[src/pbc_pkg.sv]
// Purpose: shared constants and types for the port B/C pin function block
// Assumes: 32-bit APB, one aligned word per register, 16-bit data in low bits
// Notes:   reserved bits are masked on write so that they always read zero
package pbc_pkg;

  // apb address width and register byte offsets
  localparam int          PBC_AW            = 8;
  localparam logic [7:0]  PBC_OFF_PA_FN     = 8'h00; // port a function lower
  localparam logic [7:0]  PBC_OFF_PB_DIR    = 8'h04; // port_b_direction
  localparam logic [7:0]  PBC_OFF_PB_FU     = 8'h08; // port_b_function_upper
  localparam logic [7:0]  PBC_OFF_PB_FL     = 8'h0C; // port_b_function_lower
  localparam logic [7:0]  PBC_OFF_PC_DIR    = 8'h10; // port_c_direction
  localparam logic [7:0]  PBC_OFF_PB_LEVEL  = 8'h14; // port b pin levels, ro
  localparam logic [7:0]  PBC_OFF_PC_LEVEL  = 8'h18; // port c pin levels, ro

  // writable bit masks, all other bits are reserved and read zero
  localparam logic [15:0] PBC_MASK_PA_FN    = 16'h0170;
  localparam logic [15:0] PBC_MASK_PB_DIR   = 16'h03FF;
  localparam logic [15:0] PBC_MASK_PB_FU    = 16'h000F;
  localparam logic [15:0] PBC_MASK_PB_FL    = 16'hF045;
  localparam logic [15:0] PBC_MASK_PC_DIR   = 16'hFFFF;

  // reset values, power-on only
  localparam logic [15:0] PBC_RST_REG       = 16'h0000;

  // pins present per port
  localparam logic [15:0] PBC_PINS_A        = 16'h001C; // pins 4..2
  localparam logic [15:0] PBC_PINS_B        = 16'h03FF; // pins 9..0
  localparam logic [15:0] PBC_PINS_C        = 16'hFFFF; // pins 15..0

  // field positions
  localparam int          PBC_PA4_FN        = 8;  // porta_pin4_function
  localparam int          PBC_PA3_FN        = 6;  // porta_pin3_function
  localparam int          PBC_PA2_FN_LO     = 4;  // porta_pin2_function_lo
  localparam int          PBC_PB9_FN_LO     = 2;  // portb_pin9_function_lo
  localparam int          PBC_PB8_FN_LO     = 0;  // portb_pin8_function_lo
  localparam int          PBC_PB7_FN_LO     = 14; // portb_pin7_function_lo
  localparam int          PBC_PB6_FN_LO     = 12; // portb_pin6_function_lo
  localparam int          PBC_PB3_FN        = 6;  // portb_pin3_function
  localparam int          PBC_PB1_FN        = 2;  // portb_pin1_function
  localparam int          PBC_PB0_FN        = 0;  // portb_pin0_function

  // two-bit function codes
  localparam logic [1:0]  PBC_FN_GPIO       = 2'h0;
  localparam logic [1:0]  PBC_FN_01         = 2'h1;
  localparam logic [1:0]  PBC_FN_10         = 2'h2;
  localparam logic [1:0]  PBC_FN_11         = 2'h3;

  // apb answer state, one-hot
  typedef enum logic [1:0] {
    PBC_IDLE = 2'b01,
    PBC_ACK  = 2'b10
  } pbc_apb_st_t;

  // one bit per pin lane of each port
  typedef struct packed {
    logic [15:0] a;
    logic [15:0] b;
    logic [15:0] c;
  } pbc_pins_t;

  // peripheral signals going out onto pins
  typedef struct packed {
    logic txd;
    logic address_bit_sixteen;
    logic address_bit_seventeen;
    logic address_bit_eighteen;
    logic address_bit_nineteen;
    logic address_bit_twenty;
    logic address_bit_twentyone;
  } pbc_per_in_t;

  // pin inputs handed to peripherals, idle high
  typedef struct packed {
    logic rxd;
    logic interrupt_request_zero_n;
    logic interrupt_request_one_n;
    logic interrupt_request_six_n;
    logic interrupt_request_seven_n;
    logic wait_request_n;
  } pbc_per_out_t;

  localparam pbc_per_out_t PBC_PER_OUT_RST = 6'h3F;

  // software-visible registers
  typedef struct packed {
    logic [15:0] pa_fn;
    logic [15:0] pb_dir;
    logic [15:0] pb_fu;
    logic [15:0] pb_fl;
    logic [15:0] pc_dir;
  } pbc_regs_t;

  // whole state of the block
  typedef struct packed {
    pbc_apb_st_t  st;
    logic         pready;
    logic         pslverr;
    logic [31:0]  prdata;
    pbc_regs_t    regs;
    pbc_pins_t    sync1;
    pbc_pins_t    sync2;
    pbc_pins_t    pout;
    pbc_pins_t    poe;
    pbc_pins_t    din;
    pbc_per_out_t per;
  } pbc_state_t;

endpackage

[src/pbc_pin_function.sv]
// Purpose: pin function and direction select for ports a (pins 4..2), b, c
// Assumes: presetn is the external power-on reset; pins are asynchronous
// Notes:   all outputs registered, so pins follow registers one cycle late
// How it works
// - pa4 bit 8 picks gpio or txd
// - pa3 bit 6 picks gpio or rxd
// - pa2 bits 5:4, 00 gpio, 11 interrupt_request_zero
// - reserved bits read zero, software writes zero
// - port b direction acts only in gpio
// - port b direction cleared by power-on only
// - port b function regs cleared by power-on only
// - pb9 code: gpio, interrupt_request_seven, address 21
// - pb8 code: gpio, interrupt_request_six, address 20, wait
// - pb7 code: gpio or address 19
// - pb6 code: gpio or address 18
// - pb3 bit 6 picks gpio or interrupt_request_one
// - pb1 bit 2 picks gpio or address 17
// - pb0 bit 0 picks gpio or address 16
// - port c direction acts only in gpio
// - port c direction cleared by power-on only
// - all registers are 16-bit read/write except the two read-only level registers
//
// Chosen here: the APB slave port and the register offsets.
`timescale 1ns/1ps
module pbc_pin_function (
  input  wire logic                  pclk,
  input  wire logic                  presetn,
  input  wire logic                  pclk_en,
  input  wire logic                  psel,
  input  wire logic                  penable,
  input  wire logic                  pwrite,
  input  wire logic [7:0]            paddr,
  input  wire logic [31:0]           pwdata,
  output      logic [31:0]           prdata,
  output      logic                  pready,
  output      logic                  pslverr,
  input  wire pbc_pkg::pbc_pins_t    pin_in,
  output      pbc_pkg::pbc_pins_t    pin_out,
  output      pbc_pkg::pbc_pins_t    pin_oe,
  input  wire pbc_pkg::pbc_pins_t    gpio_dout,
  input  wire logic [15:0]           porta_dir,
  output      pbc_pkg::pbc_pins_t    gpio_din,
  input  wire pbc_pkg::pbc_per_in_t  per_in,
  output      pbc_pkg::pbc_per_out_t per_out
);

  pbc_pkg::pbc_state_t q;      // registered state
  pbc_pkg::pbc_state_t d;      // next state
  logic [15:0]         rd_val; // decoded read value
  logic                hit;    // address is mapped
  logic [1:0]          code;   // two-bit function field under test

  // outputs straight from flops
  assign prdata  = q.prdata;
  assign pready  = q.pready;
  assign pslverr = q.pslverr;
  assign pin_out = q.pout;
  assign pin_oe  = q.poe;
  assign gpio_din = q.din;
  assign per_out = q.per;

  // next-state logic: apb, synchronisers and pin mux
  always_comb begin
    d      = q;
    rd_val = 16'h0000;
    hit    = 1'b1;
    code   = 2'h0;

    // read decode, unmapped gives error and zero
    case (paddr)
      pbc_pkg::PBC_OFF_PA_FN:    rd_val = q.regs.pa_fn;
      pbc_pkg::PBC_OFF_PB_DIR:   rd_val = q.regs.pb_dir;
      pbc_pkg::PBC_OFF_PB_FU:    rd_val = q.regs.pb_fu;
      pbc_pkg::PBC_OFF_PB_FL:    rd_val = q.regs.pb_fl;
      pbc_pkg::PBC_OFF_PC_DIR:   rd_val = q.regs.pc_dir;
      pbc_pkg::PBC_OFF_PB_LEVEL: rd_val = q.sync2.b;
      pbc_pkg::PBC_OFF_PC_LEVEL: rd_val = q.sync2.c;
      default:                   hit    = 1'b0;
    endcase

    // apb: one wait state, write lands on the pready edge
    case (q.st)
      pbc_pkg::PBC_IDLE: begin
        if (psel && penable) begin
          d.st      = pbc_pkg::PBC_ACK;
          d.pready  = 1'b1;
          d.pslverr = ~hit;
          d.prdata  = pwrite ? 32'h0000_0000 : {16'h0000, rd_val};
        end
      end
      pbc_pkg::PBC_ACK: begin
        d.st      = pbc_pkg::PBC_IDLE;
        d.pready  = 1'b0;
        d.pslverr = 1'b0;
        d.prdata  = 32'h0000_0000;
        if (psel && penable && pwrite) begin
          // reserved bits masked so they stay zero
          case (paddr)
            pbc_pkg::PBC_OFF_PA_FN:
              d.regs.pa_fn = pwdata[15:0] & pbc_pkg::PBC_MASK_PA_FN;
            pbc_pkg::PBC_OFF_PB_DIR:
              d.regs.pb_dir = pwdata[15:0] & pbc_pkg::PBC_MASK_PB_DIR;
            pbc_pkg::PBC_OFF_PB_FU:
              d.regs.pb_fu = pwdata[15:0] & pbc_pkg::PBC_MASK_PB_FU;
            pbc_pkg::PBC_OFF_PB_FL:
              d.regs.pb_fl = pwdata[15:0] & pbc_pkg::PBC_MASK_PB_FL;
            pbc_pkg::PBC_OFF_PC_DIR:
              d.regs.pc_dir = pwdata[15:0] & pbc_pkg::PBC_MASK_PC_DIR;
            default: ; // read-only or unmapped: no effect
          endcase
        end
      end
      default: begin
        d.st     = pbc_pkg::PBC_IDLE;
        d.pready = 1'b0;
      end
    endcase

    // two-flop synchronisers on present pins only
    d.sync1.a = pin_in.a & pbc_pkg::PBC_PINS_A;
    d.sync1.b = pin_in.b & pbc_pkg::PBC_PINS_B;
    d.sync1.c = pin_in.c & pbc_pkg::PBC_PINS_C;
    d.sync2   = q.sync1;
    d.din     = q.sync2;

    // gpio default: data and direction per pin
    d.pout.a = gpio_dout.a & pbc_pkg::PBC_PINS_A;
    d.poe.a  = porta_dir & pbc_pkg::PBC_PINS_A;
    d.pout.b = gpio_dout.b & pbc_pkg::PBC_PINS_B;
    d.poe.b  = q.regs.pb_dir & pbc_pkg::PBC_PINS_B;
    d.pout.c = gpio_dout.c & pbc_pkg::PBC_PINS_C;
    d.poe.c  = q.regs.pc_dir & pbc_pkg::PBC_PINS_C;
    d.per    = pbc_pkg::PBC_PER_OUT_RST;

    // pa4: serial transmit drives the pin
    if (q.regs.pa_fn[pbc_pkg::PBC_PA4_FN]) begin
      d.pout.a[4] = per_in.txd;
      d.poe.a[4]  = 1'b1;
    end

    // pa3: pin feeds serial receive
    if (q.regs.pa_fn[pbc_pkg::PBC_PA3_FN]) begin
      d.pout.a[3] = 1'b0;
      d.poe.a[3]  = 1'b0;
      d.per.rxd   = q.sync2.a[3];
    end

    // pa2: interrupt_request_zero on code 11, reserved codes leave pin undriven
    code = q.regs.pa_fn[pbc_pkg::PBC_PA2_FN_LO +: 2];
    if (code != pbc_pkg::PBC_FN_GPIO) begin
      d.pout.a[2] = 1'b0;
      d.poe.a[2]  = 1'b0;
      if (code == pbc_pkg::PBC_FN_11)
        d.per.interrupt_request_zero_n = q.sync2.a[2];
    end

    // pb9: interrupt_request_seven or address 21
    code = q.regs.pb_fu[pbc_pkg::PBC_PB9_FN_LO +: 2];
    case (code)
      pbc_pkg::PBC_FN_01: begin
        d.pout.b[9] = 1'b0;
        d.poe.b[9]  = 1'b0;
        d.per.interrupt_request_seven_n = q.sync2.b[9];
      end
      pbc_pkg::PBC_FN_10: begin
        d.pout.b[9] = per_in.address_bit_twentyone;
        d.poe.b[9]  = 1'b1;
      end
      pbc_pkg::PBC_FN_11: begin
        d.pout.b[9] = 1'b0;                          // reserved code
        d.poe.b[9]  = 1'b0;
      end
      default: ;                                     // gpio
    endcase

    // pb8: interrupt_request_six, address 20 or wait input
    code = q.regs.pb_fu[pbc_pkg::PBC_PB8_FN_LO +: 2];
    case (code)
      pbc_pkg::PBC_FN_01: begin
        d.pout.b[8] = 1'b0;
        d.poe.b[8]  = 1'b0;
        d.per.interrupt_request_six_n = q.sync2.b[8];
      end
      pbc_pkg::PBC_FN_10: begin
        d.pout.b[8] = per_in.address_bit_twenty;
        d.poe.b[8]  = 1'b1;
      end
      pbc_pkg::PBC_FN_11: begin
        d.pout.b[8] = 1'b0;
        d.poe.b[8]  = 1'b0;
        d.per.wait_request_n = q.sync2.b[8];
      end
      default: ;                                     // gpio
    endcase

    // pb7: address 19, other codes reserved
    code = q.regs.pb_fl[pbc_pkg::PBC_PB7_FN_LO +: 2];
    if (code != pbc_pkg::PBC_FN_GPIO) begin
      d.pout.b[7] = (code == pbc_pkg::PBC_FN_10) ?
                    per_in.address_bit_nineteen : 1'b0;
      d.poe.b[7]  = (code == pbc_pkg::PBC_FN_10);
    end

    // pb6: address 18, other codes reserved
    code = q.regs.pb_fl[pbc_pkg::PBC_PB6_FN_LO +: 2];
    if (code != pbc_pkg::PBC_FN_GPIO) begin
      d.pout.b[6] = (code == pbc_pkg::PBC_FN_10) ?
                    per_in.address_bit_eighteen : 1'b0;
      d.poe.b[6]  = (code == pbc_pkg::PBC_FN_10);
    end

    // pb3: interrupt_request_one input
    if (q.regs.pb_fl[pbc_pkg::PBC_PB3_FN]) begin
      d.pout.b[3] = 1'b0;
      d.poe.b[3]  = 1'b0;
      d.per.interrupt_request_one_n = q.sync2.b[3];
    end

    // pb1: address 17 output
    if (q.regs.pb_fl[pbc_pkg::PBC_PB1_FN]) begin
      d.pout.b[1] = per_in.address_bit_seventeen;
      d.poe.b[1]  = 1'b1;
    end

    // pb0: address 16 output
    if (q.regs.pb_fl[pbc_pkg::PBC_PB0_FN]) begin
      d.pout.b[0] = per_in.address_bit_sixteen;
      d.poe.b[0]  = 1'b1;
    end
  end

  // state register: power-on reset only, frozen while pclk_en low
  always_ff @(posedge pclk or negedge presetn) begin
    if (!presetn) begin
      q      <= '0;
      q.st   <= pbc_pkg::PBC_IDLE;
      q.per  <= pbc_pkg::PBC_PER_OUT_RST;
    end else if (pclk_en) begin
      q <= d;
    end
  end
endmodule // pbc_pin_function

[config.mk]
export PLATFORM = sky130hd
export DESIGN_NAME = pbc_pin_function
export DESIGN_NICKNAME = d
export VERILOG_FILES = /design/src/pbc_pkg.sv /design/src/pbc_pin_function.sv
export SDC_FILE = /design/constraint.sdc
export NUM_CORES = 1
export LEC_CHECK = 0
export BUFFER_PORTS_ARGS = -buffer_cell sky130_fd_sc_hd__buf_2
export CAP_MARGIN = 20
export CORE_MARGIN = 1
export CORE_UTILIZATION = 54
export CTS_CLUSTER_SIZE = 25
export DETAILED_ROUTE_END_ITERATION = 16
export PLACE_DENSITY = 0.85
export SYNTH_ARGS = -nofsm -noshare
export SYNTH_HDL_FRONTEND = slang
export SYNTH_SLANG_ARGS = --single-unit
[constraint.sdc]
create_clock -name pclk -period 4 [get_ports pclk]
set_clock_uncertainty 0.05 [all_clocks]
set_input_delay 0.8 -clock pclk [delete_from_list [all_inputs] [get_ports pclk]]
set_output_delay 0.8 -clock pclk [all_outputs]
set_load 0.02 [all_outputs]
==> impl_metrics.tcl <==
set metrics [dict create \
    status "finished clean" \
    met1_length_um 8650 \
    syn_area_per_cell_sq_um 12.6 \
    path_class "reg2reg" \
    cp-end-kind "register" \
    core_sq_um 18000 \
    critical-path-max-stage-delay_ps 870 \
    die_h_um 138 \
    ys_async_sr_fraction_pct 100 \
    pwr_density_cell_nw_per_um2 473 \
    ctsResizeCount 0 \
    cts_buffers 23 \
    portBuffers 208 \
    post-cts-setup-buffer-count 0 \
    final.setup.tns_ps 0 \
    arrival_ps 3030 \
    seq_area_frac_synth_pct 53.0 \
    grt-ovfl-total 0 \
    avgViaCountPerCell 5.19 \
    hold_class "in2async" \
    leakage_uw 0.00542 \
    drc_errors 0 \
    track_usage_pct 22.1 \
    maxSlewHeadroom_pct 22.6 \
    fin_crit_sh_pct 67.1 \
    max-cap-violations 0 \
    hold_buffers 0 \
    dr_wl_met3_um 1610 \
    start_kind "register" \
    final_nets 1057 \
    worstPathCellList "nand2_1 -> nor4_1 -> nand3_1 -> o31ai_1" \
    start_util_pct 55.4 \
    cts_htree_levels 1 \
    num_rows 49 \
    synth-main-ff-cell "dfrtp_1" \
    clk_pin_slew_ps 60 \
    clock-sinks 211 \
    die_area_sq_um 19000 \
    critPathTopFamily "simple AND/OR/NAND/NOR gates" \
    tightest_slew_ps 1150 \
    ant_nets 0 \
    ys_types 53 \
    cts-root-buf "clkbuf_16" \
    worstPathRequired_ps 4350 \
    wl_um 20700 \
    globalplace.congestion 0.835 \
    synth_edf_count 0 \
    n_antenna_cell 0 \
    setup_viol 0 \
    drive_gt1_share_pct 48.6 \
    yosys_warnings 0 \
    finalMaxSlewViolations 0 \
    io_pins 349 \
    wl_met2_um 9950 \
    dieWidth_um 138 \
    post_drt_wl_per_cell_um 18.2 \
    max_freq_mhz 373 \
    fillers 1475 \
    first_pass_iters 4 \
    clock_path_buffers 3 \
    via_count 5893 \
    grt_max_degree 164 \
    grt_setup_unrepaired "false" \
    initialDrtViolationCount 316 \
    antenna_found_initial 0 \
    ys_ff_latch 211 \
    grt_pass1_vias 5750 \
    cts_tree "done" \
    syn_area_sq_um 9990 \
    hpwl_um 14500 \
    path_max_fanout 12 \
    top_layer "met4" \
    ir_worst_vdd_mv 0.365 \
    clock_latency_ps 500 \
    final_cell_mix "buf_2 (206), dfrtp_1 (204), mux2_2 (162)" \
    fin_util_pct 60.7 \
    grt_pass1_wl_um 31700 \
    syn_inst 794 \
    crit_buf_inv 0 \
    final-hold-violation-count 0 \
    final_common_cell "buf_2" \
    critPathSlowestCell "nor4_1" \
    period_needed_ps 2680 \
    area_growth_pct 9.53 \
]
[cells by family after synthesis]
group / synth area share (%)
flip-flops: 53.0
AO/OA/AOI/OAI: 4.71
AND/OR/NAND/NOR: 5.05
other: 0.0375
buffers and inverters: 15.6
multiplexers: 21.6
[worst paths after layout]
kind,start,end,slack [ps],cells after the start
max,q[360]$_DFFE_PN1P_,prdata[4]$_DFFE_PN0P_,1320,4
min,presetn,pin_out[10]$_DFFE_PN0P_,290,1
max reg2reg,q[360]$_DFFE_PN1P_,prdata[4]$_DFFE_PN0P_,1320,4
min reg2reg,pin_oe[25]$_DFFE_PN0P_,pin_oe[25]$_DFFE_PN0P_,430,2
max in group asynchronous,presetn,per_out[0]$_DFFE_PN1P_,2710,2
min in group pclk,pin_oe[25]$_DFFE_PN0P_,pin_oe[25]$_DFFE_PN0P_,430,2
[metal layers]
layer | GRT usage (%) | vias to the layer above
met2 | 36.3 | 253
met4 | 6.64 | 0
li1 | - | 2695
met3 | 5.12 | 41
met5 | 0 | -
met1 | 29.0 | 2904
[through the flow]
stage,instances,setup slack (ps),total power [uW],hold WS [ps],instance area (sq um)
floorplan,866,1650,3020,396,10300
global placement,1096,977,3090,408,10200
detailed placement,1096,963,3120,415,10200
CTS,1136,1430,5230,325,10900
global route,1136,1220,5390,365,10900
finish,1136,1320,5180,288,10900
[synth_stat cells (3+ instances only)]
| master | number | area share (%) |
|---|---|---|
| o31ai_1 | 9 | 0.68 |
| buf_4 | 182 | 14 |
| a22oi_1 | 5 | 0.38 |
| o21ai_0 | 21 | 1.1 |
| nor4_1 | 3 | 0.19 |
| buf_2 | 4 | 0.20 |
| nand3b_1 | 6 | 0.45 |
| a21oi_1 | 9 | 0.45 |
| clkbuf_1 | 26 | 0.98 |
| o2bb2ai_1 | 3 | 0.26 |
| mux2_4 | 10 | 1.5 |
| nand2_1 | 35 | 1.3 |
| mux2_2 | 162 | 18 |
| dfrtp_1 | 204 | 51 |
| a22o_1 | 5 | 0.44 |
| nand3_1 | 6 | 0.30 |
| mux2i_1 | 14 | 1.4 |
| nor2_1 | 25 | 0.94 |
| dfstp_2 | 7 | 1.8 |
| inv_1 | 10 | 0.38 |
[cell type report]
| cell class | count | area [sq um] | share of cell area (%) |
|---|---|---|---|
| clock buffers | 34 | 707 | 6.46 |
| inverters | 10 | 37.5 | 0.343 |
| multi-input cells | 429 | 3410 | 31.2 |
| repair buffers | 217 | 1150 | 10.5 |
| clock inverters | 6 | 55.1 | 0.503 |
| well taps | 229 | 287 | 2.62 |
| flip-flops and latches | 211 | 5290 | 48.3 |
[registers in the layout (all words and copies together), names as in the netlist]
signal	flops
d	77
gpio_din	29
pin_oe	29
pin_out	29
q	22
prdata	16
per_out	6
code	2
pslverr	1
[power breakdown]
| group | switching [uW] | internal (uW) | total, uW | leakage (uW) |
|---|---|---|---|---|
| combinational | 399 | 266 | 664 | 0.00238 |
| sequential | 105 | 2300 | 2410 | 0.00266 |
| clock | 826 | 1280 | 2100 | 0.000384 |
Power figures use the tool's default switching activity.
